<file path="src/trc_pkg.sv">
package trc_pkg;
	localparam int unsigned CLK_HZ = 25_000_000;
	localparam int unsigned RST_PULSE_NS = 50;
	localparam int unsigned RST_PULSE_CYC =
		(RST_PULSE_NS * (CLK_HZ / 1_000_000) + 999) / 1000;
	localparam int unsigned RC_NOM_HZ = 1_000_000;
	localparam int unsigned PC_W = 10;
	localparam int unsigned RF_N = 32;
	localparam int unsigned STK_N = 3;
	localparam int unsigned IRQ_N = 8;
	localparam logic [9:0] PC_RESET = 10'h000;
	localparam logic [7:0] SREG_RESET = 8'h00;
	localparam logic [5:0] IO_SREG = 6'h3F;
	localparam int unsigned SREG_I = 7;
	localparam int unsigned SREG_Z = 1;
	localparam int unsigned SREG_C = 0;
	localparam logic [3:0] OP_MISC = 4'h0;
	localparam logic [3:0] OP_ALU = 4'h1;
	localparam logic [3:0] OP_MOV = 4'h2;
	localparam logic [3:0] OP_LDI = 4'h3;
	localparam logic [3:0] OP_IN = 4'h4;
	localparam logic [3:0] OP_OUT = 4'h5;
	localparam logic [3:0] OP_RJMP = 4'h6;
	localparam logic [3:0] OP_RCALL = 4'h7;
	localparam logic [3:0] OP_BRZ = 4'h8;
	localparam logic [3:0] MS_RET = 4'h1;
	localparam logic [3:0] MS_RETI = 4'h2;
	localparam logic [3:0] MS_SLEEP = 4'h3;
	localparam logic [3:0] MS_SEI = 4'h4;
	localparam logic [3:0] MS_CLI = 4'h5;
	localparam logic [3:0] MS_LPM = 4'h6;
	localparam logic [1:0] FN_ADD = 2'h0;
	localparam logic [1:0] FN_SUB = 2'h1;
	localparam logic [1:0] FN_AND = 2'h2;
	localparam logic [1:0] FN_MOV = 2'h0;
	localparam logic [1:0] FN_EOR = 2'h1;
	localparam logic [1:0] FN_LD = 2'h2;
	localparam logic [1:0] FN_ST = 2'h3;
	localparam logic [1:0] REG_CTRL = 2'h0;
	localparam logic [1:0] REG_STAT = 2'h1;
	localparam logic [1:0] REG_PC = 2'h2;
	localparam logic [1:0] REG_CLK = 2'h3;
	localparam int unsigned CTRL_PD = 0;
	localparam int unsigned CTRL_HOLD = 1;
	localparam logic [1:0] CTRL_RESET = 2'h0;
	localparam logic [3:0] CKS_XTAL_MIN = 4'hA;
	localparam logic [3:0] CKS_LFX_MIN = 4'h8;
	localparam logic [3:0] CKS_ERC_MIN = 4'h5;
	localparam logic [3:0] CKS_IRC_MIN = 4'h2;
	localparam logic [3:0] CKSEL_SHIP = 4'h2;
	typedef enum logic [2:0] {CS_EXT, CS_IRC, CS_ERC, CS_LFX, CS_XTAL} trc_clk_src_t;
	typedef enum logic [2:0] {ST_RUN, ST_LPM, ST_IDLE, ST_PDOWN, ST_WAKE} trc_state_t;
endpackage

</file>
<file path="src/trc_rf_if.sv">
interface trc_rf_if;
	logic [4:0] ra;
	logic [4:0] rb;
	logic [4:0] wa;
	logic [7:0] wd;
	logic we;
	logic [7:0] da;
	logic [7:0] db;
	logic [15:0] z;
	modport core (output ra, output rb, output wa, output wd, output we,
		input da, input db, input z);
	modport rf (input ra, input rb, input wa, input wd, input we,
		output da, output db, output z);
endinterface
</file>
<file path="src/trc_core.sv">
// How it works
// RULE1: thirty-two 8-bit registers, single-cycle access
// RULE2: read two operands, compute, write back
// RULE3: r31:r30 pointer addresses registers and flash
// RULE4: separate program and data buses
// RULE5: fetch next while current executes
// RULE6: each instruction is one 16-bit word
// RULE7: relative jump/call reach all 1K words
// RULE8: three-deep hardware return stack
// RULE9: 64-address I/O space decoded
// RULE10: one vector per interrupt at start
// RULE11: lowest vector wins when several pend
// RULE12: global enable gates all interrupts
// RULE13: idle stops execution, interrupts still run
// RULE14: power-down stops oscillator, keeps registers
// RULE15: 4-bit select field picks clock source
// RULE16: internal 1 MHz RC is shipped default
// RULE17: low reset pin resets without clock; here rst waits two clocked flops, only pins_hiz follows the raw pin
// RULE18: pins tri-stated while any reset active
// RULE19: program counter is 10 bits
// RULE20: stack overflow drops oldest return address
// RULE21: global enable is status bit 7
// RULE22: taken redirect discards prefetched word
// RULE23: wake waits for stable oscillator
module trc_core (
	input wire logic clk,
	input wire logic srst,
	input wire logic rst_pin_n,
	input wire logic [3:0] clock_source_select,
	output logic [2:0] clk_src,
	output logic osc_stop,
	input wire logic osc_stable,
	output logic cpu_sleep,
	output logic pins_hiz,
	output logic [9:0] pm_addr,
	input wire logic [15:0] pm_rdata,
	output logic [5:0] io_addr,
	output logic [7:0] io_wdata,
	output logic io_we,
	output logic io_re,
	input wire logic [7:0] io_rdata,
	input wire logic [7:0] irq_req,
	output logic [7:0] irq_ack,
	input wire logic [1:0] reg_addr,
	input wire logic [15:0] reg_wdata,
	input wire logic reg_we,
	input wire logic reg_re,
	output logic [15:0] reg_rdata
);
	trc_rf_if rfi ();

	trc_regfile u_rf (
		.clk(clk),
		.rf(rfi.rf)
	);

	logic rpin_s1_ff;
	logic rpin_s2_ff;
	logic osc_s1_ff;
	logic osc_s2_ff;
	logic rst;
	logic cap_done_ff;
	logic [3:0] cksel_ff;
	trc_pkg::trc_clk_src_t clk_src_ff;
	logic [9:0] pc_ff;
	logic [9:0] nxt_pc;
	logic [15:0] ir_ff;
	logic [15:0] nxt_ir;
	logic irv_ff;
	logic nxt_irv;
	trc_pkg::trc_state_t st_ff;
	trc_pkg::trc_state_t nxt_st;
	logic [7:0] sreg_ff;
	logic [9:0] stk_ff [trc_pkg::STK_N];
	logic [1:0] ctrl_ff;
	logic [15:0] rd_ff;
	logic [3:0] op;
	logic [1:0] fn;
	logic [3:0] sub;
	logic [4:0] rd5;
	logic [4:0] rr5;
	logic [4:0] iod;
	logic [5:0] ioa;
	logic [9:0] rel_tgt;
	logic hold;
	logic exec;
	logic irq_hit;
	logic [2:0] irq_idx;
	logic take_irq;
	logic push;
	logic pop;
	logic [9:0] ret_addr;
	logic [8:0] res;
	logic flag_upd;
	logic carry_upd;
	logic [7:0] lpm_byte;

	// RULE17: reset pin sampled
	always_ff @(posedge clk) begin
		if (srst) begin
			rpin_s1_ff <= 1'b1;
			rpin_s2_ff <= 1'b1;
		end else begin
			rpin_s1_ff <= rst_pin_n;
			rpin_s2_ff <= rpin_s1_ff;
		end
	end

	assign rst = srst | ~rpin_s2_ff;

	// RULE18: pins float now
	// the raw pin term acts even with the clock stopped
	assign pins_hiz = ~rst_pin_n | rst;

	always_ff @(posedge clk) begin
		if (srst) begin
			osc_s1_ff <= 1'b0;
			osc_s2_ff <= 1'b0;
		end else begin
			osc_s1_ff <= osc_stable;
			osc_s2_ff <= osc_s1_ff;
		end
	end

	// RULE16: shipped internal RC
	// the fuse field is static, so one capture after reset is enough
	always_ff @(posedge clk) begin
		if (rst) begin
			cap_done_ff <= 1'b0;
			cksel_ff <= trc_pkg::CKSEL_SHIP;
		end else if (!cap_done_ff) begin
			cap_done_ff <= 1'b1;
			cksel_ff <= clock_source_select;
		end
	end

	// RULE15: select field decode
	always_ff @(posedge clk) begin
		if (rst) begin
			clk_src_ff <= trc_pkg::CS_IRC;
		end else if (cksel_ff >= trc_pkg::CKS_XTAL_MIN) begin
			clk_src_ff <= trc_pkg::CS_XTAL;
		end else if (cksel_ff >= trc_pkg::CKS_LFX_MIN) begin
			clk_src_ff <= trc_pkg::CS_LFX;
		end else if (cksel_ff >= trc_pkg::CKS_ERC_MIN) begin
			clk_src_ff <= trc_pkg::CS_ERC;
		end else if (cksel_ff >= trc_pkg::CKS_IRC_MIN) begin
			clk_src_ff <= trc_pkg::CS_IRC;
		end else begin
			clk_src_ff <= trc_pkg::CS_EXT;
		end
	end

	assign clk_src = clk_src_ff;

	// RULE6: one word decode
	assign op = ir_ff[15:12];
	assign fn = ir_ff[11:10];
	assign sub = ir_ff[3:0];
	assign rd5 = ir_ff[9:5];
	assign rr5 = ir_ff[4:0];
	assign iod = ir_ff[11:7];
	assign ioa = ir_ff[5:0];
	// RULE7: offset wraps the space
	// pc_ff already points one past the executing word
	assign rel_tgt = pc_ff + ir_ff[9:0];

	assign hold = ctrl_ff[trc_pkg::CTRL_HOLD];

	// RULE11: lowest index wins
	always_comb begin
		irq_idx = 3'h0;
		for (int i = trc_pkg::IRQ_N - 1; i >= 0; i--) begin
			if (irq_req[i]) begin
				irq_idx = 3'(i);
			end
		end
	end

	assign irq_hit = |irq_req;
	// RULE12: global enable gate
	assign take_irq = (st_ff == trc_pkg::ST_RUN) & !hold & irq_hit
		& sreg_ff[trc_pkg::SREG_I];
	assign exec = (st_ff == trc_pkg::ST_RUN) & !hold & irv_ff & !take_irq;

	always_comb begin
		irq_ack = 8'h00;
		if (take_irq) begin
			irq_ack[irq_idx] = 1'b1;
		end
	end

	// an interrupt in a bubble returns to the word about to be fetched
	assign ret_addr = take_irq ? (irv_ff ? pc_ff - 10'h001 : pc_ff) : pc_ff;

	// RULE4: separate program bus
	// RULE3: pointer reads flash
	assign pm_addr = (st_ff == trc_pkg::ST_LPM) ? rfi.z[10:1] : pc_ff;
	assign lpm_byte = rfi.z[0] ? pm_rdata[15:8] : pm_rdata[7:0];

	// RULE9: I/O decode
	// the status register lives here; the other 63 go to the peripherals
	assign io_addr = ioa;
	assign io_wdata = rfi.da;
	assign io_we = exec & (op == trc_pkg::OP_OUT) & (ioa != trc_pkg::IO_SREG);
	assign io_re = exec & (op == trc_pkg::OP_IN) & (ioa != trc_pkg::IO_SREG);

	always_comb begin
		rfi.ra = rd5;
		rfi.rb = rr5;
		if (op == trc_pkg::OP_OUT) begin
			rfi.ra = iod;
		end
		// RULE3: pointer reads registers
		if (op == trc_pkg::OP_MOV && fn == trc_pkg::FN_LD) begin
			rfi.rb = rfi.z[4:0];
		end
	end

	// RULE2: operate and write back
	always_comb begin
		res = {1'b0, rfi.db};
		rfi.we = 1'b0;
		rfi.wa = rd5;
		flag_upd = 1'b0;
		carry_upd = 1'b0;
		case (op)
			trc_pkg::OP_ALU: begin
				rfi.we = exec;
				flag_upd = exec;
				case (fn)
					trc_pkg::FN_ADD: begin
						res = {1'b0, rfi.da} + {1'b0, rfi.db};
						carry_upd = exec;
					end
					trc_pkg::FN_SUB: begin
						res = {1'b0, rfi.da} - {1'b0, rfi.db};
						carry_upd = exec;
					end
					trc_pkg::FN_AND: begin
						res = {1'b0, rfi.da & rfi.db};
					end
					default: begin
						res = {1'b0, rfi.da | rfi.db};
					end
				endcase
			end
			trc_pkg::OP_MOV: begin
				rfi.we = exec;
				case (fn)
					trc_pkg::FN_EOR: begin
						res = {1'b0, rfi.da ^ rfi.db};
						flag_upd = exec;
					end
					trc_pkg::FN_ST: begin
						res = {1'b0, rfi.da};
						rfi.wa = rfi.z[4:0];
					end
					default: begin
						res = {1'b0, rfi.db};
					end
				endcase
			end
			trc_pkg::OP_LDI: begin
				rfi.we = exec;
				rfi.wa = {1'b1, ir_ff[11:8]};
				res = {1'b0, ir_ff[7:0]};
			end
			trc_pkg::OP_IN: begin
				rfi.we = exec;
				rfi.wa = iod;
				res = {1'b0, (ioa == trc_pkg::IO_SREG) ? sreg_ff : io_rdata};
			end
			default: begin
				res = {1'b0, rfi.db};
			end
		endcase
		if (st_ff == trc_pkg::ST_LPM) begin
			rfi.we = 1'b1;
			rfi.wa = 5'h00;
			res = {1'b0, lpm_byte};
		end
	end

	// RULE1: single-cycle write
	assign rfi.wd = res[7:0];

	always_comb begin
		nxt_pc = pc_ff;
		nxt_ir = ir_ff;
		nxt_irv = irv_ff;
		nxt_st = st_ff;
		push = 1'b0;
		pop = 1'b0;
		case (st_ff)
			trc_pkg::ST_RUN: begin
				if (hold) begin
					nxt_st = st_ff;
				end else if (take_irq) begin
					// RULE10: per-source vector
					nxt_pc = 10'(irq_idx) + 10'h001;
					nxt_irv = 1'b0;
					push = 1'b1;
				end else begin
					// RULE5: prefetch next word
					// RULE19: 10-bit counter
					nxt_pc = pc_ff + 10'h001;
					nxt_ir = pm_rdata;
					nxt_irv = 1'b1;
					if (exec) begin
						case (op)
							trc_pkg::OP_RJMP: begin
								// RULE22: discard prefetch
								nxt_pc = rel_tgt;
								nxt_irv = 1'b0;
							end
							trc_pkg::OP_RCALL: begin
								nxt_pc = rel_tgt;
								nxt_irv = 1'b0;
								push = 1'b1;
							end
							trc_pkg::OP_BRZ: begin
								if (sreg_ff[trc_pkg::SREG_Z]) begin
									nxt_pc = rel_tgt;
									nxt_irv = 1'b0;
								end
							end
							trc_pkg::OP_MISC: begin
								if (sub == trc_pkg::MS_RET || sub == trc_pkg::MS_RETI) begin
									nxt_pc = stk_ff[0];
									nxt_irv = 1'b0;
									pop = 1'b1;
								end else if (sub == trc_pkg::MS_SLEEP) begin
									// the prefetched word stays and runs after wake;
									// keeping the sleep word itself would sleep again
									nxt_st = ctrl_ff[trc_pkg::CTRL_PD] ? trc_pkg::ST_PDOWN
										: trc_pkg::ST_IDLE;
								end else if (sub == trc_pkg::MS_LPM) begin
									nxt_pc = pc_ff;
									nxt_irv = 1'b0;
									nxt_st = trc_pkg::ST_LPM;
								end
							end
							default: begin
								nxt_st = st_ff;
							end
						endcase
					end
				end
			end
			trc_pkg::ST_LPM: begin
				// flash port was borrowed, so refetch from pc
				nxt_st = trc_pkg::ST_RUN;
			end
			trc_pkg::ST_IDLE: begin
				// RULE13: idle until interrupt
				if (irq_hit) begin
					nxt_st = trc_pkg::ST_RUN;
				end
			end
			trc_pkg::ST_PDOWN: begin
				// RULE14: oscillator stopped
				if (irq_hit) begin
					nxt_st = trc_pkg::ST_WAKE;
				end
			end
			trc_pkg::ST_WAKE: begin
				// RULE23: wait stable clock
				if (osc_s2_ff) begin
					nxt_st = trc_pkg::ST_RUN;
				end
			end
			default: begin
				nxt_st = trc_pkg::ST_RUN;
			end
		endcase
	end

	always_ff @(posedge clk) begin
		if (rst) begin
			pc_ff <= trc_pkg::PC_RESET;
			ir_ff <= 16'h0000;
			irv_ff <= 1'b0;
			st_ff <= trc_pkg::ST_RUN;
		end else begin
			pc_ff <= nxt_pc;
			ir_ff <= nxt_ir;
			irv_ff <= nxt_irv;
			st_ff <= nxt_st;
		end
	end

	assign osc_stop = (st_ff == trc_pkg::ST_PDOWN);
	assign cpu_sleep = (st_ff != trc_pkg::ST_RUN) & (st_ff != trc_pkg::ST_LPM);

	// RULE8: three-deep stack
	// RULE20: oldest falls off
	always_ff @(posedge clk) begin
		if (rst) begin
			for (int i = 0; i < trc_pkg::STK_N; i++) begin
				stk_ff[i] <= 10'h000;
			end
		end else if (push) begin
			stk_ff[0] <= ret_addr;
			for (int i = 1; i < trc_pkg::STK_N; i++) begin
				stk_ff[i] <= stk_ff[i - 1];
			end
		end else if (pop) begin
			for (int i = 0; i < trc_pkg::STK_N - 1; i++) begin
				stk_ff[i] <= stk_ff[i + 1];
			end
		end
	end

	// RULE21: enable is bit 7
	always_ff @(posedge clk) begin
		if (rst) begin
			sreg_ff <= trc_pkg::SREG_RESET;
		end else if (take_irq) begin
			sreg_ff[trc_pkg::SREG_I] <= 1'b0;
		end else if (exec) begin
			if (op == trc_pkg::OP_OUT && ioa == trc_pkg::IO_SREG) begin
				sreg_ff <= rfi.da;
			end else if (op == trc_pkg::OP_MISC && sub == trc_pkg::MS_RETI) begin
				sreg_ff[trc_pkg::SREG_I] <= 1'b1;
			end else if (op == trc_pkg::OP_MISC && sub == trc_pkg::MS_SEI) begin
				sreg_ff[trc_pkg::SREG_I] <= 1'b1;
			end else if (op == trc_pkg::OP_MISC && sub == trc_pkg::MS_CLI) begin
				sreg_ff[trc_pkg::SREG_I] <= 1'b0;
			end else begin
				if (flag_upd) begin
					sreg_ff[trc_pkg::SREG_Z] <= (res[7:0] == 8'h00);
				end
				if (carry_upd) begin
					sreg_ff[trc_pkg::SREG_C] <= res[8];
				end
			end
		end
	end

	always_ff @(posedge clk) begin
		if (rst) begin
			ctrl_ff <= trc_pkg::CTRL_RESET;
		end else if (reg_we && reg_addr == trc_pkg::REG_CTRL) begin
			ctrl_ff <= reg_wdata[1:0];
		end
	end

	always_ff @(posedge clk) begin
		if (rst) begin
			rd_ff <= 16'h0000;
		end else if (reg_re) begin
			case (reg_addr)
				trc_pkg::REG_CTRL: rd_ff <= {14'h0000, ctrl_ff};
				trc_pkg::REG_STAT: rd_ff <= {sreg_ff, 5'h00, st_ff};
				trc_pkg::REG_PC: rd_ff <= {6'h00, pc_ff};
				default: rd_ff <= {9'h000, clk_src_ff, cksel_ff};
			endcase
		end else begin
			rd_ff <= 16'h0000;
		end
	end

	assign reg_rdata = rd_ff;
endmodule

</file>
<file path="src/trc_regfile.sv">
module trc_regfile (
	input wire logic clk,
	trc_rf_if.rf rf
);
	// contents survive reset and sleep; only writes change them
	logic [7:0] mem_ff [trc_pkg::RF_N];

	always_ff @(posedge clk) begin
		if (rf.we) begin
			mem_ff[rf.wa] <= rf.wd;
		end
	end

	// two combinational read ports so operands and result share one cycle
	assign rf.da = mem_ff[rf.ra];
	assign rf.db = mem_ff[rf.rb];
	assign rf.z = {mem_ff[31], mem_ff[30]};
endmodule

</file>
<file path="config.mk">
export PLATFORM = sky130hd
export DESIGN_NAME = trc_core
export DESIGN_NICKNAME = d
export VERILOG_FILES = /design/src/trc_pkg.sv /design/src/trc_rf_if.sv /design/src/trc_core.sv /design/src/trc_regfile.sv
export SDC_FILE = /design/constraint.sdc
export NUM_CORES = 1
export LEC_CHECK = 0
export BUFFER_PORTS_ARGS = -buffer_cell sky130_fd_sc_hd__buf_2
export CORE_UTILIZATION = 40
export DETAILED_ROUTE_END_ITERATION = 7
export GPL_TIMING_DRIVEN = 0
export PLACE_DENSITY = 0.58
export SLEW_MARGIN = 5
export SYNTH_ARGS = -nofsm -noshare
export SYNTH_HDL_FRONTEND = slang
export SYNTH_HIERARCHICAL = 1
export SYNTH_SLANG_ARGS = --single-unit
</file>
<file path="constraint.sdc">
create_clock -name clk -period 10.3 [get_ports clk]
set_input_delay 2.06 -clock clk [delete_from_list [all_inputs] [get_ports clk]]
set_output_delay 2.06 -clock clk [all_outputs]
set_load 0.01 [all_outputs]
</file>
### Word-level counts from Yosys, hierarchy flattened

Memory sizes are Yosys's and may differ from the RTL's.
Cells that the tools add are included.

* register bits: 68
* bits in writable memories: 286
* input bits: 60
* output and inout bits: 56
* memories: 2

Memory list
* u_rf.mem_ff: depth 32, bits a word 8, read ports 4, clocked after Yosys merged registers in 0, wr ports 1, line trc_regfile.sv:6 `logic [7:0] mem_ff [trc_pkg::RF_N];`
* stk_ff: depth 3, bits a word 10, read ports 3, clocked after Yosys merged registers in 0, wr ports 3, line trc_core.sv:74 `logic [9:0] stk_ff [trc_pkg::STK_N];`

* add/subtract/negate cells: 6
* $lt $le $gt $ge: 6
* eq/ne operators: 39
* muxes and demuxes: 100
* bitwise logic cells: 25
* reduce and logical (&&, ||, !) cells: 34

Operator list (count)
* $mux W10: 14
* $mux W3: 19
* $pmux W16 S3: 1
* $mux W1: 43
* $pmux W9 S4: 1
* $pmux W10 S3: 1
* $eq A4 B3 Y1 const B: 7
* $pmux W9 S3: 1
* $mux W8: 3
* $mux W5: 4
* $ne A2 B2 Y1 const B: 9
* $eq A4 B2 Y1 const B: 4
* $pmux W8 S2: 1
* $pmux W5 S3: 1
* $mux W2: 6
* $ne A6 B6 Y1 const B: 2
* $pmux W3 S4: 1
* $reduce_and A6 Y1: 2
* $add A10 B1 Y10 const B: 1
* $add A10 B10 Y10: 1
* $and A1 B1 Y1: 10
* $reduce_or A2 Y1: 5
* $sub A10 B1 Y10 const B: 1
* $add A8 B8 Y9: 1
* other kinds (41): 71

### Logic depth before layout (Yosys ltp)

Gate-level depths: netlist of run 1.

* depth after elaboration: 15
* mapped depth: 24
* mapped depth without buffers: 19

### Hierarchy

The synthesis of run 1 kept the hierarchy.

By module, submodules not included
* trc_regfile: instances 1, cells each 516, area each 11887.7 µm²
* trc_core: instances 1, cells each 892, area each 7315.8 µm²

### Worst setup path after synthesis of run 1

OpenSTA, ideal clock, no wires.

* path kind: reg-to-reg
* start: register ir_ff[11]
* end: memory u_rf.mem_ff[0][7] (data pin)
* arrival time: 6.801 ns
* slack: 3.012 ns
* cell stages (with the launch flop): 22
* period minus slack after synthesis: 7.288 ns
* cells stage by stage: dfxtp_1 > buf_2 > clkbuf_1 > buf_1 > clkbuf_1 > nand3b_1 > mux2_2 > clkbuf_1 > buf_1 > mux4_2 > mux4_2 > mux2_2 > inv_1 > ha_1 > a21oi_1 > xnor2_1 > ha_1 > or3_1 > o211a_1 > o21a_1 > o31a_1 > o31ai_1

* word-level cells in the longest chain between the ends: 8
* elaborated cells on any way between the ends: 17
* classes of those cells: 2 x add/sub; 3 x eq/ne; 6 x mux; 3 x bitwise; 2 x reduce/logical; 1 x memory

RTL lines
* from (decl): line trc_core.sv:67 `logic [15:0] ir_ff;`
* from (signal assigned): line trc_core.sv:387 `ir_ff <= nxt_ir;`
* $eq A2 B2 Y1 *: line trc_core.sv:215 `if (op == trc_pkg::OP_MOV && fn == trc_pkg::FN_LD) begin`
* $logic_and A1 B1 Y1 *: line trc_core.sv:215
* $mux W5 *: line trc_core.sv:215
* named net rfi.rb[1]: line trc_rf_if.sv:3 `logic [4:0] rb;`
* $mem_v2 Z32 W8 *
* named net rfi.db[1]: line trc_rf_if.sv:8 `logic [7:0] db;`
* $sub A8 B8 Y9 or $add A8 B8 Y9 (tied branches): line trc_core.sv:237, trc_core.sv:233
* $pmux W9 S3 *: line trc_core.sv:231 `case (fn)`
* $pmux W9 S4 *: line trc_core.sv:227 `case (op)`
* $mux W9 *: line trc_core.sv:278 `if (st_ff == trc_pkg::ST_LPM) begin`
* named net res[7]: line trc_core.sv:93 `logic [8:0] res;`
* to (decl): line trc_regfile.sv:6

The timed path passes the listed nets; every way through them passes the cells marked *.

### Final worst setup path of run 1

* start: register ir_ff[11]
* end: register sreg_ff[1]

* word-level cells in the longest chain between the ends: 14
* elaborated cells on any way between the ends: 27
* classes of those cells: 2 x add/sub; 3 x eq/ne; 13 x mux; 3 x bitwise; 5 x reduce/logical; 1 x memory

RTL lines
* $eq A2 B2 Y1 *: line trc_core.sv:215
* $logic_and A1 B1 Y1 *: line trc_core.sv:215
* $mux W5 *: line trc_core.sv:215
* named net rfi.rb[1]: line trc_rf_if.sv:3
* $mem_v2 Z32 W8 *
* named net rfi.db[0]: line trc_rf_if.sv:8
* $sub A8 B8 Y9 or $add A8 B8 Y9 (tied branches): line trc_core.sv:237, trc_core.sv:233
* $pmux W9 S3 *: line trc_core.sv:231
* $pmux W9 S4 *: line trc_core.sv:227
* $mux W9 *: line trc_core.sv:278
* named net res[4]: line trc_core.sv:93
* $logic_not A8 Y1 *: line trc_core.sv:432 `sreg_ff[trc_pkg::SREG_Z] <= (res[7:0] == 8'h00);`
* $mux W1 *: line trc_core.sv:431 `if (flag_upd) begin`
* $mux W2 *: line trc_core.sv:428 `end else if (op == trc_pkg::OP_MISC && sub == trc_pkg::MS_CLI) begin`
* $mux W2 *: line trc_core.sv:426 `end else if (op == trc_pkg::OP_MISC && sub == trc_pkg::MS_SEI) begin`
* $mux W2 *: line trc_core.sv:424 `end else if (op == trc_pkg::OP_MISC && sub == trc_pkg::MS_RETI) begin`
* $mux W2 *: line trc_core.sv:422 `if (op == trc_pkg::OP_OUT && ioa == trc_pkg::IO_SREG) begin`
* to (signal assigned): line trc_core.sv:423 `sreg_ff <= rfi.da;`
* to (signal, indexed assignment): line trc_core.sv:432
* to (signal, indexed assignment): line trc_core.sv:435 `sreg_ff[trc_pkg::SREG_C] <= res[8];`
* to (decl): line trc_core.sv:73 `logic [7:0] sreg_ff;`

The timed path passes the listed nets; every way through them passes the cells marked *. The select of a mux whose other input is x is not followed.
A chain may end at the register's enable or synchronous reset.

==> impl_metrics.env, run 1 <==
export IMPL_status="finished, final reports clean"
export IMPL_synthXorXnorAreaFrac_pct=1.37
export IMPL_synth_simple_area_share_pct=10.0
export IMPL_ys_warnings_count=6
export IMPL_dp_hpwl_mm=43.7
export IMPL_synth_fa_ha_area_share_pct=2.62
export IMPL_clk_pin_slew_ps=60
export IMPL_drv_slew=0
export IMPL_relSlewSlack_pct=16.4
export IMPL_gp_congestion=0.923
export IMPL_rrSetupSlack_ps=1760
export IMPL_layout_drive_gt1_share_pct=27.2
export IMPL_p_leak_nw=7.55
export IMPL_synth_ff_type="edfxtp_1"
export IMPL_die_h_um=221
export IMPL_viasPerCell=6.28
export IMPL_final_nets=1658
export IMPL_num_vias=13800
export IMPL_setup_viol=0
export IMPL_hp_class="reg2reg"
export IMPL_finClkSkew_ps=29.0
export IMPL_finalHoldViolations=0
export IMPL_crit_start="ir_ff[11]"
export IMPL_wl_mm=61.5
export IMPL_use_met2_pct=40.9
export IMPL_pre_cts_ws_ps=1720
export IMPL_clock_latency_ps=580
export IMPL_io_pin_count=116
export IMPL_cts_sinks=354
export IMPL_ys_seq_area_share_pct=51.8
export IMPL_final_util_pct=46.9
export IMPL_worstSetupEndpointType="flip-flop"
export IMPL_grt_pass1_wl_mm=90.1
export IMPL_synth_cell_type_count=78
export IMPL_tightest_slew_ps=1250
export IMPL_rsz0062_at_grt="false"
export IMPL_async_flop_share_pct=0
export IMPL_areaGrowthSynthToFinish_pct=14.6
export IMPL_ant_nets=0
export IMPL_crit_path_start_kind="flip-flop"
export IMPL_fin_cells=2195
export IMPL_drc_errors=0
export IMPL_grt_pass1_vias=13600
export IMPL_total_power_mw=3.91
export IMPL_htreeDepth=2
export IMPL_max_cap_violations=0
export IMPL_synth_top_family_by_area="multiplexers"
export IMPL_placed_area_sq_um=20700
export IMPL_ys_seq_elements=354
export IMPL_coreArea_sq_um=47000
export IMPL_ctsLongestPathBuffers=3
export IMPL_grt_max_degree=34
export IMPL_reg2reg_depth=23
export IMPL_dp_cells=2125
export IMPL_num_rows=79
export IMPL_synth_compound_area_share_pct=8.48
export IMPL_post_cts_resized=0
export IMPL_start_util_pct=40.9
export IMPL_required_ps=10790
export IMPL_use_met3_pct=5.11
export IMPL_cts_buffers=39
export IMPL_synth_nets=1507
export IMPL_crit_path_end="sreg_ff[1]"
export IMPL_synth_cells=1408
export IMPL_die_area_sq_um=48900
export IMPL_holdBufCountCts=0
export IMPL_insertedDiodeCount=0
export IMPL_cts_setup_buffers=0
export IMPL_grt_use_met1_pct=33.3
export IMPL_avgSynthCellArea_sq_um=13.6
export IMPL_cts_tree="done"
export IMPL_grt_busiest_layer="met2"
export IMPL_synth_mux_area_fraction_pct=22.4
export IMPL_fin_crit_ps=8540
export IMPL_hold_depth=1
export IMPL_reg2reg_to="sreg_ff[1]"
export IMPL_layout_setup_ws_ps=1760
export IMPL_dr_pass1_iters=7
export IMPL_path_class="reg2reg"
export IMPL_worstPathArrival_ps=9030
export IMPL_grt_use_total_pct=25.1
export IMPL_cp_max_fo=33
export IMPL_finalCritPeriodShare_pct=82.9
export IMPL_finalSetupTns_ps=0
export IMPL_timing_fmax_ghz=0.117
export IMPL_overflow=0
export IMPL_port_buffers=101
export IMPL_antenna_found_initial=0
export IMPL_holdWs_ps=411
export IMPL_finalInstanceArea_sq_um=22000
export IMPL_synth_edf_count=286
export IMPL_power_density_nw_per_um2=178
export IMPL_r2r_start="ir_ff[11]"
export IMPL_cts_root_buf="clkbuf_16"
export IMPL_ir_drop_mv=0.0933
export IMPL_first_iter_violations=1508
export IMPL_die_x_um=221
export IMPL_detail_route_wl_per_cell_um=28.0
export IMPL_netlist_area_sq_um=19200
-- logic make-up (layout without fill, tap and decap cells) --
logic type | count (synthesis) | count (layout)
buffers and inverters | 136 | 316
AO/OA/AOI/OAI | 236 | 236
XOR/XNOR | 30 | 30
AND/OR/NAND/NOR | 389 | 389
adder cells (fa/ha/maj) | 39 | 39
flip-flops | 354 | 354
multiplexers | 224 | 224
-- state kept, by name (all words and copies together), names as in the netlist --
register / cells
cap_done_ff: 1
cksel_ff: 4
clk_src: 3
ctrl_ff: 2
ir_ff: 16
irv_ff: 1
osc_s1_ff: 1
osc_s2_ff: 1
pc_ff: 10
reg_rdata: 16
rpin_s1_ff: 1
rpin_s2_ff: 1
sreg_ff: 8
st_ff: 3
stk_ff: 30
u_rf/mem_ff: 256
-- worst min-delay path by stage --
stage                from    endpoint  slack (ps)
2_1_floorplan  rpin_s1_ff  rpin_s2_ff         390
3_3_place_gp   rpin_s1_ff  rpin_s2_ff         400
3_5_place_dp   rpin_s1_ff  rpin_s2_ff         400
4_1_cts        rpin_s1_ff  rpin_s2_ff         410
5_1_grt        rpin_s1_ff  rpin_s2_ff         440
6_report       rpin_s1_ff  rpin_s2_ff         410
-- worst max-delay path, cell delays in order (launching register included) --
cell and delay [ps]:
dfxtp_1 330, buf_2 250, clkbuf_1 410, buf_1 440, clkbuf_1 440, nand3b_1 310
mux2_2 300, clkbuf_1 540, buf_1 790, mux4_2 450, mux4_2 530, mux2_2 390
inv_1 150, ha_1 250, nand2_1 50, o21ai_0 150, fa_1 440, nor2b_1 250
o21a_1 170, o21a_1 110, o31ai_1 90, a211o_1 720, or4b_1 690, o31ai_2 190
-- routing by layer --
layer | up-vias | share of wire [%] | routed length (um)
li1 | 5862 | - | -
met1 | 6966 | 39 | 24000
met2 | 810 | 47 | 29200
met3 | 137 | 9.9 | 6110
met4 | 0 | 3.6 | 2210
met5 | - | 0 | 0
-- cells in the mapped netlist, drive strengths merged (12+ instances only) --
| cell | instances | share of area [%] |
|---|---|---|
| edfxtp | 286 | 45 |
| mux4 | 162 | 19 |
| nor2 | 116 | 2.3 |
| nand2 | 105 | 2.1 |
| dfxtp | 68 | 7.1 |
| buf | 62 | 1.8 |
| a21oi | 60 | 1.6 |
| clkbuf | 41 | 0.81 |
| o21ai | 41 | 1.1 |
| ha | 37 | 2.4 |
| mux2i | 34 | 1.8 |
| inv | 33 | 0.65 |
| mux2 | 28 | 1.6 |
| and2 | 24 | 0.78 |
| nand3 | 24 | 0.63 |
| a22o | 21 | 0.96 |
| xnor2 | 19 | 0.87 |
| nor3 | 18 | 0.52 |
| a22oi | 14 | 0.55 |
| nor2b | 14 | 0.46 |
| nand2b | 12 | 0.39 |
-- power by group --
part           internal, mW  leakage (nW)  total, mW  switching (mW)
clock                 0.845         0.649       1.45           0.604
sequential             1.65          3.18       1.68          0.0265
combinational         0.297          3.72      0.787           0.490
-- cell usage in the layout (no fill, tap or decap), drive strengths merged, types with 6 or more instances in the layout --
cell | netlist | routed
a221oi | 7 | 7
a22oi | 14 | 14
or3 | 9 | 9
and3 | 10 | 10
xor2 | 11 | 11
nand4 | 9 | 9
clkbuf | 41 | 87
ha | 37 | 37
a22o | 21 | 21
o211ai | 8 | 8
nor3b | 6 | 6
nand2b | 12 | 12
a21oi | 60 | 60
o31ai | 11 | 11
nand3b | 7 | 7
a211oi | 7 | 7
mux2i | 34 | 34
nand3 | 24 | 24
o21a | 6 | 6
nor2b | 14 | 14
buf | 62 | 172
nor3 | 18 | 18
edfxtp | 286 | 286
mux2 | 28 | 28
nor2 | 116 | 116
clkinv | 0 | 15
dfxtp | 68 | 68
or2 | 6 | 6
and2 | 24 | 24
mux4 | 162 | 162
nor4 | 6 | 6
a31oi | 11 | 11
o21ai | 41 | 41
nand2 | 105 | 105
a311oi | 8 | 8
inv | 33 | 35
xnor2 | 19 | 19
-- layout make-up --
cell class | count | area (sq um)
fill | 4101 | 24900
clock inverter | 24 | 244
tap | 607 | 759
buffer | 103 | 503
inverter | 33 | 124
timing repair buffer | 110 | 631
sequential | 354 | 9950
multi-input combinational | 918 | 8690
clock buffer | 46 | 1100
(Power assumes the default switching activity.)
==> inputs of run 2 (changes only) <==
- clock period: 10.3 -> 8.3 ns (I/O delays scaled with it)
==> impl_metrics.env, run 2 (same netlist as run 1, synthesis figures left out) <==
export IMPL_grt_use_total_pct=25.1
export IMPL_hp_class="reg2reg"
export IMPL_grt_pass1_wl_mm=90.2
export IMPL_coreArea_sq_um=47000
export IMPL_ctsLongestPathBuffers=3
export IMPL_cts_root_buf="clkbuf_16"
export IMPL_cp_max_fo=17
export IMPL_num_rows=79
export IMPL_cts_buffers=39
export IMPL_overflow=0
export IMPL_switching_share_pct=28.6
export IMPL_max_cap_violations=0
export IMPL_p_leak_nw=7.57
export IMPL_status="finished, final reports clean"
export IMPL_finClkSkew_ps=29.4
export IMPL_top_register="u_rf/mem_ff"
export IMPL_gp_congestion=0.923
export IMPL_drv_slew=0
export IMPL_dp_hpwl_mm=43.7
export IMPL_slowest_stage="clkdlybuf4s15_2"
export IMPL_placed_area_sq_um=20700
export IMPL_final_cell_mix="edfxtp_1, mux4_2, buf_2"
export IMPL_io_pin_count=116
export IMPL_worstSetupEndpointType="flip-flop"
export IMPL_layout_drive_gt1_share_pct=27.7
export IMPL_finalHoldViolations=0
export IMPL_clock_latency_ps=580
export IMPL_finalCritPeriodShare_pct=94.4
export IMPL_rsz0062_at_grt="false"
export IMPL_grt_pass1_vias=13600
export IMPL_p_clk_share_pct=37.0
export IMPL_wl_mm=61.5
export IMPL_holdWs_ps=411
export IMPL_htreeDepth=2
export IMPL_crit_path_start_kind="flip-flop"
export IMPL_power_frac_seq_pct=42.8
export IMPL_relSlewSlack_pct=14.9
export IMPL_start_util_pct=40.9
export IMPL_areaGrowthSynthToFinish_pct=14.6
export IMPL_die_h_um=221
export IMPL_clk_pin_slew_ps=60
export IMPL_timing_fmax_ghz=0.128
export IMPL_cts_tree="done"
export IMPL_power_internal_mw=3.46
export IMPL_worstPathArrival_ps=8330
export IMPL_grt_max_degree=34
export IMPL_fin_crit_ps=7840
export IMPL_layout_commonest_cell="edfxtp_1"
export IMPL_switchingPower_mw=1.39
export IMPL_cts_sinks=354
export IMPL_first_iter_violations=1603
export IMPL_port_buffers=101
export IMPL_path_cells="buf_2, clkbuf_1, buf_1, clkbuf_1, nand3b_1, mux2_2, clkdlybuf4s15_2, mux4_2, mux4_2, mux2_2, inv_1, ha_1, nand2_1, o21ai_0, fa_1, nor2b_1, o21bai_1, a31oi_1, a32oi_2, buf_6, buf_8, nor4_1, or4b_1, o31ai_2"
export IMPL_final_nets=1657
export IMPL_ant_nets=0
export IMPL_tightest_slew_ps=1280
export IMPL_drc_errors=0
export IMPL_required_ps=8790
export IMPL_top_regs="u_rf/mem_ff (256), stk_ff (30)"
export IMPL_finalInstanceArea_sq_um=22000
export IMPL_pwr_share_comb_pct=20.1
export IMPL_detail_route_wl_per_cell_um=28.0
export IMPL_power_density_nw_per_um2=221
export IMPL_largest_reg_flops=256
export IMPL_setup_viol=0
export IMPL_die_x_um=221
export IMPL_path_class="reg2reg"
export IMPL_antenna_found_initial=0
export IMPL_num_vias=13700
export IMPL_die_area_sq_um=48900
export IMPL_dr_pass1_iters=5
export IMPL_max_stage_delay_ps=550
export IMPL_ir_drop_mv=0.114
export IMPL_viasPerCell=6.24
export IMPL_insertedDiodeCount=0
run 2: changes by cell type in the layout (fill, tap and decap cells not counted), sizes merged:
cell	delta
clkdlybuf4s15	+1
buf	-1
clkbuf	-1
run 2: critical path: cells and delay by family (launching register included):
kind	cells	cell delay (ps)
AND/OR/NAND/NOR	5	1360
multiplexers	4	1850
flip-flops	1	330
buffers and inverters	8	2590
AO/OA/AOI/OAI	5	920
adder cells (fa/ha/maj)	2	690
run 2: repair_timing:
item | 4_1_cts | 5_1_grt
pin swaps | 0 | 0
buffers inserted | 0 | 0
gates resized for setup | 8 | 1
hold buffers | 0 | 0
setup endpoints to repair | 65 | 45
run 2: final timing paths:
| kind | cells past startpoint | end | startpoint | slack, ps |
|---|---|---|---|---|
| hold reg to reg | 1 | rpin_s2_ff | rpin_s1_ff | 410 |
| hold / removal | 1 | rpin_s2_ff | rpin_s1_ff | 410 |
| setup reg to reg | 24 | sreg_ff[1] | ir_ff[11] | 460 |
| setup / recovery | 24 | sreg_ff[1] | ir_ff[11] | 460 |
run 2: power groups by stage:
| stage | Combinational (mW) | Clock, mW | Sequential, mW |
|---|---|---|---|
| 2_1_floorplan | 0.608 | 0 | 2.10 |
| 3_3_place_gp | 0.906 | 0 | 2.13 |
| 3_5_place_dp | 0.966 | 0 | 2.12 |
| 4_1_cts | 0.969 | 1.83 | 2.08 |
| 5_1_grt | 1.05 | 1.89 | 2.08 |
| 6_report | 0.978 | 1.80 | 2.08 |
run 2: area by class of cell:
class / count / area, sq um
clock buffers: 46 / 1100
clock inverters: 24 / 244
repair buffers: 110 / 631
multi-input cells: 918 / 8700
inverters: 33 / 124
fillers: 4096 / 24900
flip-flops and latches: 354 / 9950
plain buffers: 102 / 513
well taps: 607 / 759
run 2: routing by layer:
metal / track usage, % / vias up / part of all wire, %
li1: - / 5855 / -
met1: 33.2 / 6980 / 40
met2: 40.9 / 741 / 48
met3: 5.19 / 124 / 8.8
met4: 9.00 / 0 / 3.3
met5: 0 / - / 0
run 2: per-stage QoR:
stage | util, % | setup TNS (ps) | power [mW] | worst slack (ps) | instances
2_1_floorplan | - | 0 | 2.71 | 1010 | 1408
3_3_place_gp | 43.6 | -239910 | 3.03 | -2430 | 2116
3_5_place_dp | 44.0 | -9390 | 3.08 | -283 | 2125
4_1_cts | 46.9 | 0 | 4.88 | 0.623 | 2195
5_1_grt | 46.9 | 0 | 5.02 | 20.5 | 2194
6_report | 46.9 | 0 | 4.86 | 461 | 2194
==> inputs of run 3 (changes only) <==
- CTS_BUF_LIST: not set -> sky130_fd_sc_hd__clkbuf_8
==> impl_metrics.env, run 3 (same netlist as run 1, synthesis figures left out) <==
export IMPL_status="finished, final reports clean"
export IMPL_grt_use_total_pct=25.2
export IMPL_top_regs="u_rf/mem_ff (256), stk_ff (30)"
export IMPL_rsz0062_at_grt="false"
export IMPL_die_x_um=221
export IMPL_ctsLongestPathBuffers=3
export IMPL_hp_class="reg2reg"
export IMPL_drc_errors=0
export IMPL_layout_commonest_cell="edfxtp_1"
export IMPL_layout_drive_gt1_share_pct=27.6
export IMPL_cp_num_cells=24
export IMPL_viasPerCell=6.24
export IMPL_slowest_stage="clkdlybuf4s15_2"
export IMPL_cts_buffers=57
export IMPL_path_buf_inv=8
export IMPL_required_ps=8910
export IMPL_port_buffers=101
export IMPL_grt_pass1_vias=13800
export IMPL_p_leak_nw=7.52
export IMPL_timing_fmax_ghz=0.128
export IMPL_post_cts_resized=10
export IMPL_setup_viol=0
export IMPL_largest_reg_flops=256
export IMPL_worstPathArrival_ps=8410
export IMPL_finClkSkew_ps=74.2
export IMPL_grt_pass1_wl_mm=90.9
export IMPL_overflow=0
export IMPL_clk_pin_slew_ps=70
export IMPL_first_iter_violations=1610
export IMPL_max_stage_delay_ps=550
export IMPL_dp_cells=2125
export IMPL_cp_top_family="buffers and inverters"
export IMPL_wl_mm=61.7
export IMPL_final_util_pct=46.2
export IMPL_num_rows=79
export IMPL_tightest_slew_ps=1160
export IMPL_hold_depth=1
export IMPL_gp_congestion=0.923
export IMPL_finalHoldViolations=0
export IMPL_final_cell_mix="edfxtp_1, mux4_2, buf_2"
export IMPL_dp_hpwl_mm=43.7
export IMPL_relSlewSlack_pct=21.6
export IMPL_areaGrowthSynthToFinish_pct=13.1
export IMPL_worstSetupEndpointType="flip-flop"
export IMPL_final_nets=1675
export IMPL_num_vias=13900
export IMPL_start_util_pct=40.9
export IMPL_htreeDepth=2
export IMPL_pre_cts_ws_ps=-283
export IMPL_drv_slew=0
export IMPL_die_area_sq_um=48900
export IMPL_cts_tree="done"
export IMPL_max_cap_violations=0
export IMPL_layout_setup_ws_ps=499
export IMPL_top_register="u_rf/mem_ff"
export IMPL_holdBufCountCts=0
export IMPL_grt_max_degree=34
export IMPL_fin_crit_ps=7800
export IMPL_cts_root_buf="clkbuf_8"
export IMPL_clock_latency_ps=690
export IMPL_insertedDiodeCount=0
export IMPL_power_density_nw_per_um2=206
export IMPL_fin_cells=2226
export IMPL_path_class="reg2reg"
export IMPL_ant_nets=0
export IMPL_detail_route_wl_per_cell_um=27.7
export IMPL_ir_drop_mv=0.0939
export IMPL_finalCritPeriodShare_pct=94.0
export IMPL_die_h_um=221
export IMPL_reg2reg_depth=24
export IMPL_nFillCells=4181
export IMPL_cp_max_fo=17
export IMPL_cts_setup_buffers=0
export IMPL_io_pin_count=116
export IMPL_antenna_found_initial=0
export IMPL_coreArea_sq_um=47000
export IMPL_dr_pass1_iters=5
export IMPL_cts_sinks=354
export IMPL_crit_path_start_kind="flip-flop"
export IMPL_path_cells="buf_2, clkbuf_1, buf_1, clkbuf_1, nand3b_1, mux2_2, clkdlybuf4s15_2, mux4_2, mux4_2, mux2_2, inv_1, ha_1, nand2_1, o21ai_0, fa_1, nor2b_1, o21bai_1, a31oi_1, a32oi_2, buf_6, buf_8, nor4_1, or4b_1, o31ai_2"
-- run 3: cell type report --
class | count | area, sq um | area share [%]
timing repair buffer | 110 | 631 | 2.90
clock inverter | 43 | 219 | 1.01
inverter | 33 | 124 | 0.571
tap | 607 | 759 | 3.50
buffer | 102 | 519 | 2.39
clock buffer | 59 | 812 | 3.74
sequential | 354 | 9950 | 45.8
multi-input combinational | 918 | 8700 | 40.1
-- run 3: metal layers --
layer | wire length (um) | part of all wire (%) | track usage (%)
met3 | 5620 | 9.1 | 5.27
met1 | 24500 | 40 | 33.5
met5 | 0 | 0 | 0
met2 | 29400 | 48 | 40.7
met4 | 2200 | 3.6 | 9.86
-- run 3: path summary, 6_finish.rpt --
path,endpoint,slack (ps),startpoint
worst min register to register,osc_s2_ff,400,osc_s1_ff
worst min-delay path,osc_s2_ff,400,osc_s1_ff
worst max-delay path,sreg_ff[1],500,ir_ff[11]
worst max register to register,sreg_ff[1],500,ir_ff[11]
-- run 3: stage by stage --
step	area, sq um	hold slack, ps	power, mW	TNS, ps
floorplan	19200	389	2.71	0
CTS	21700	394	4.49	0
global placement	20500	396	3.03	-239910
detailed placement	20700	398	3.08	-9390
global route	21700	421	4.64	0
finish	21700	404	4.47	0
-- run 3: report_power, final --
| group | leakage [nW] | internal, mW | total (mW) | switching, mW |
|---|---|---|---|---|
| combinational | 3.74 | 0.370 | 0.980 | 0.610 |
| clock | 0.607 | 0.692 | 1.41 | 0.717 |
| sequential | 3.18 | 2.05 | 2.08 | 0.0328 |
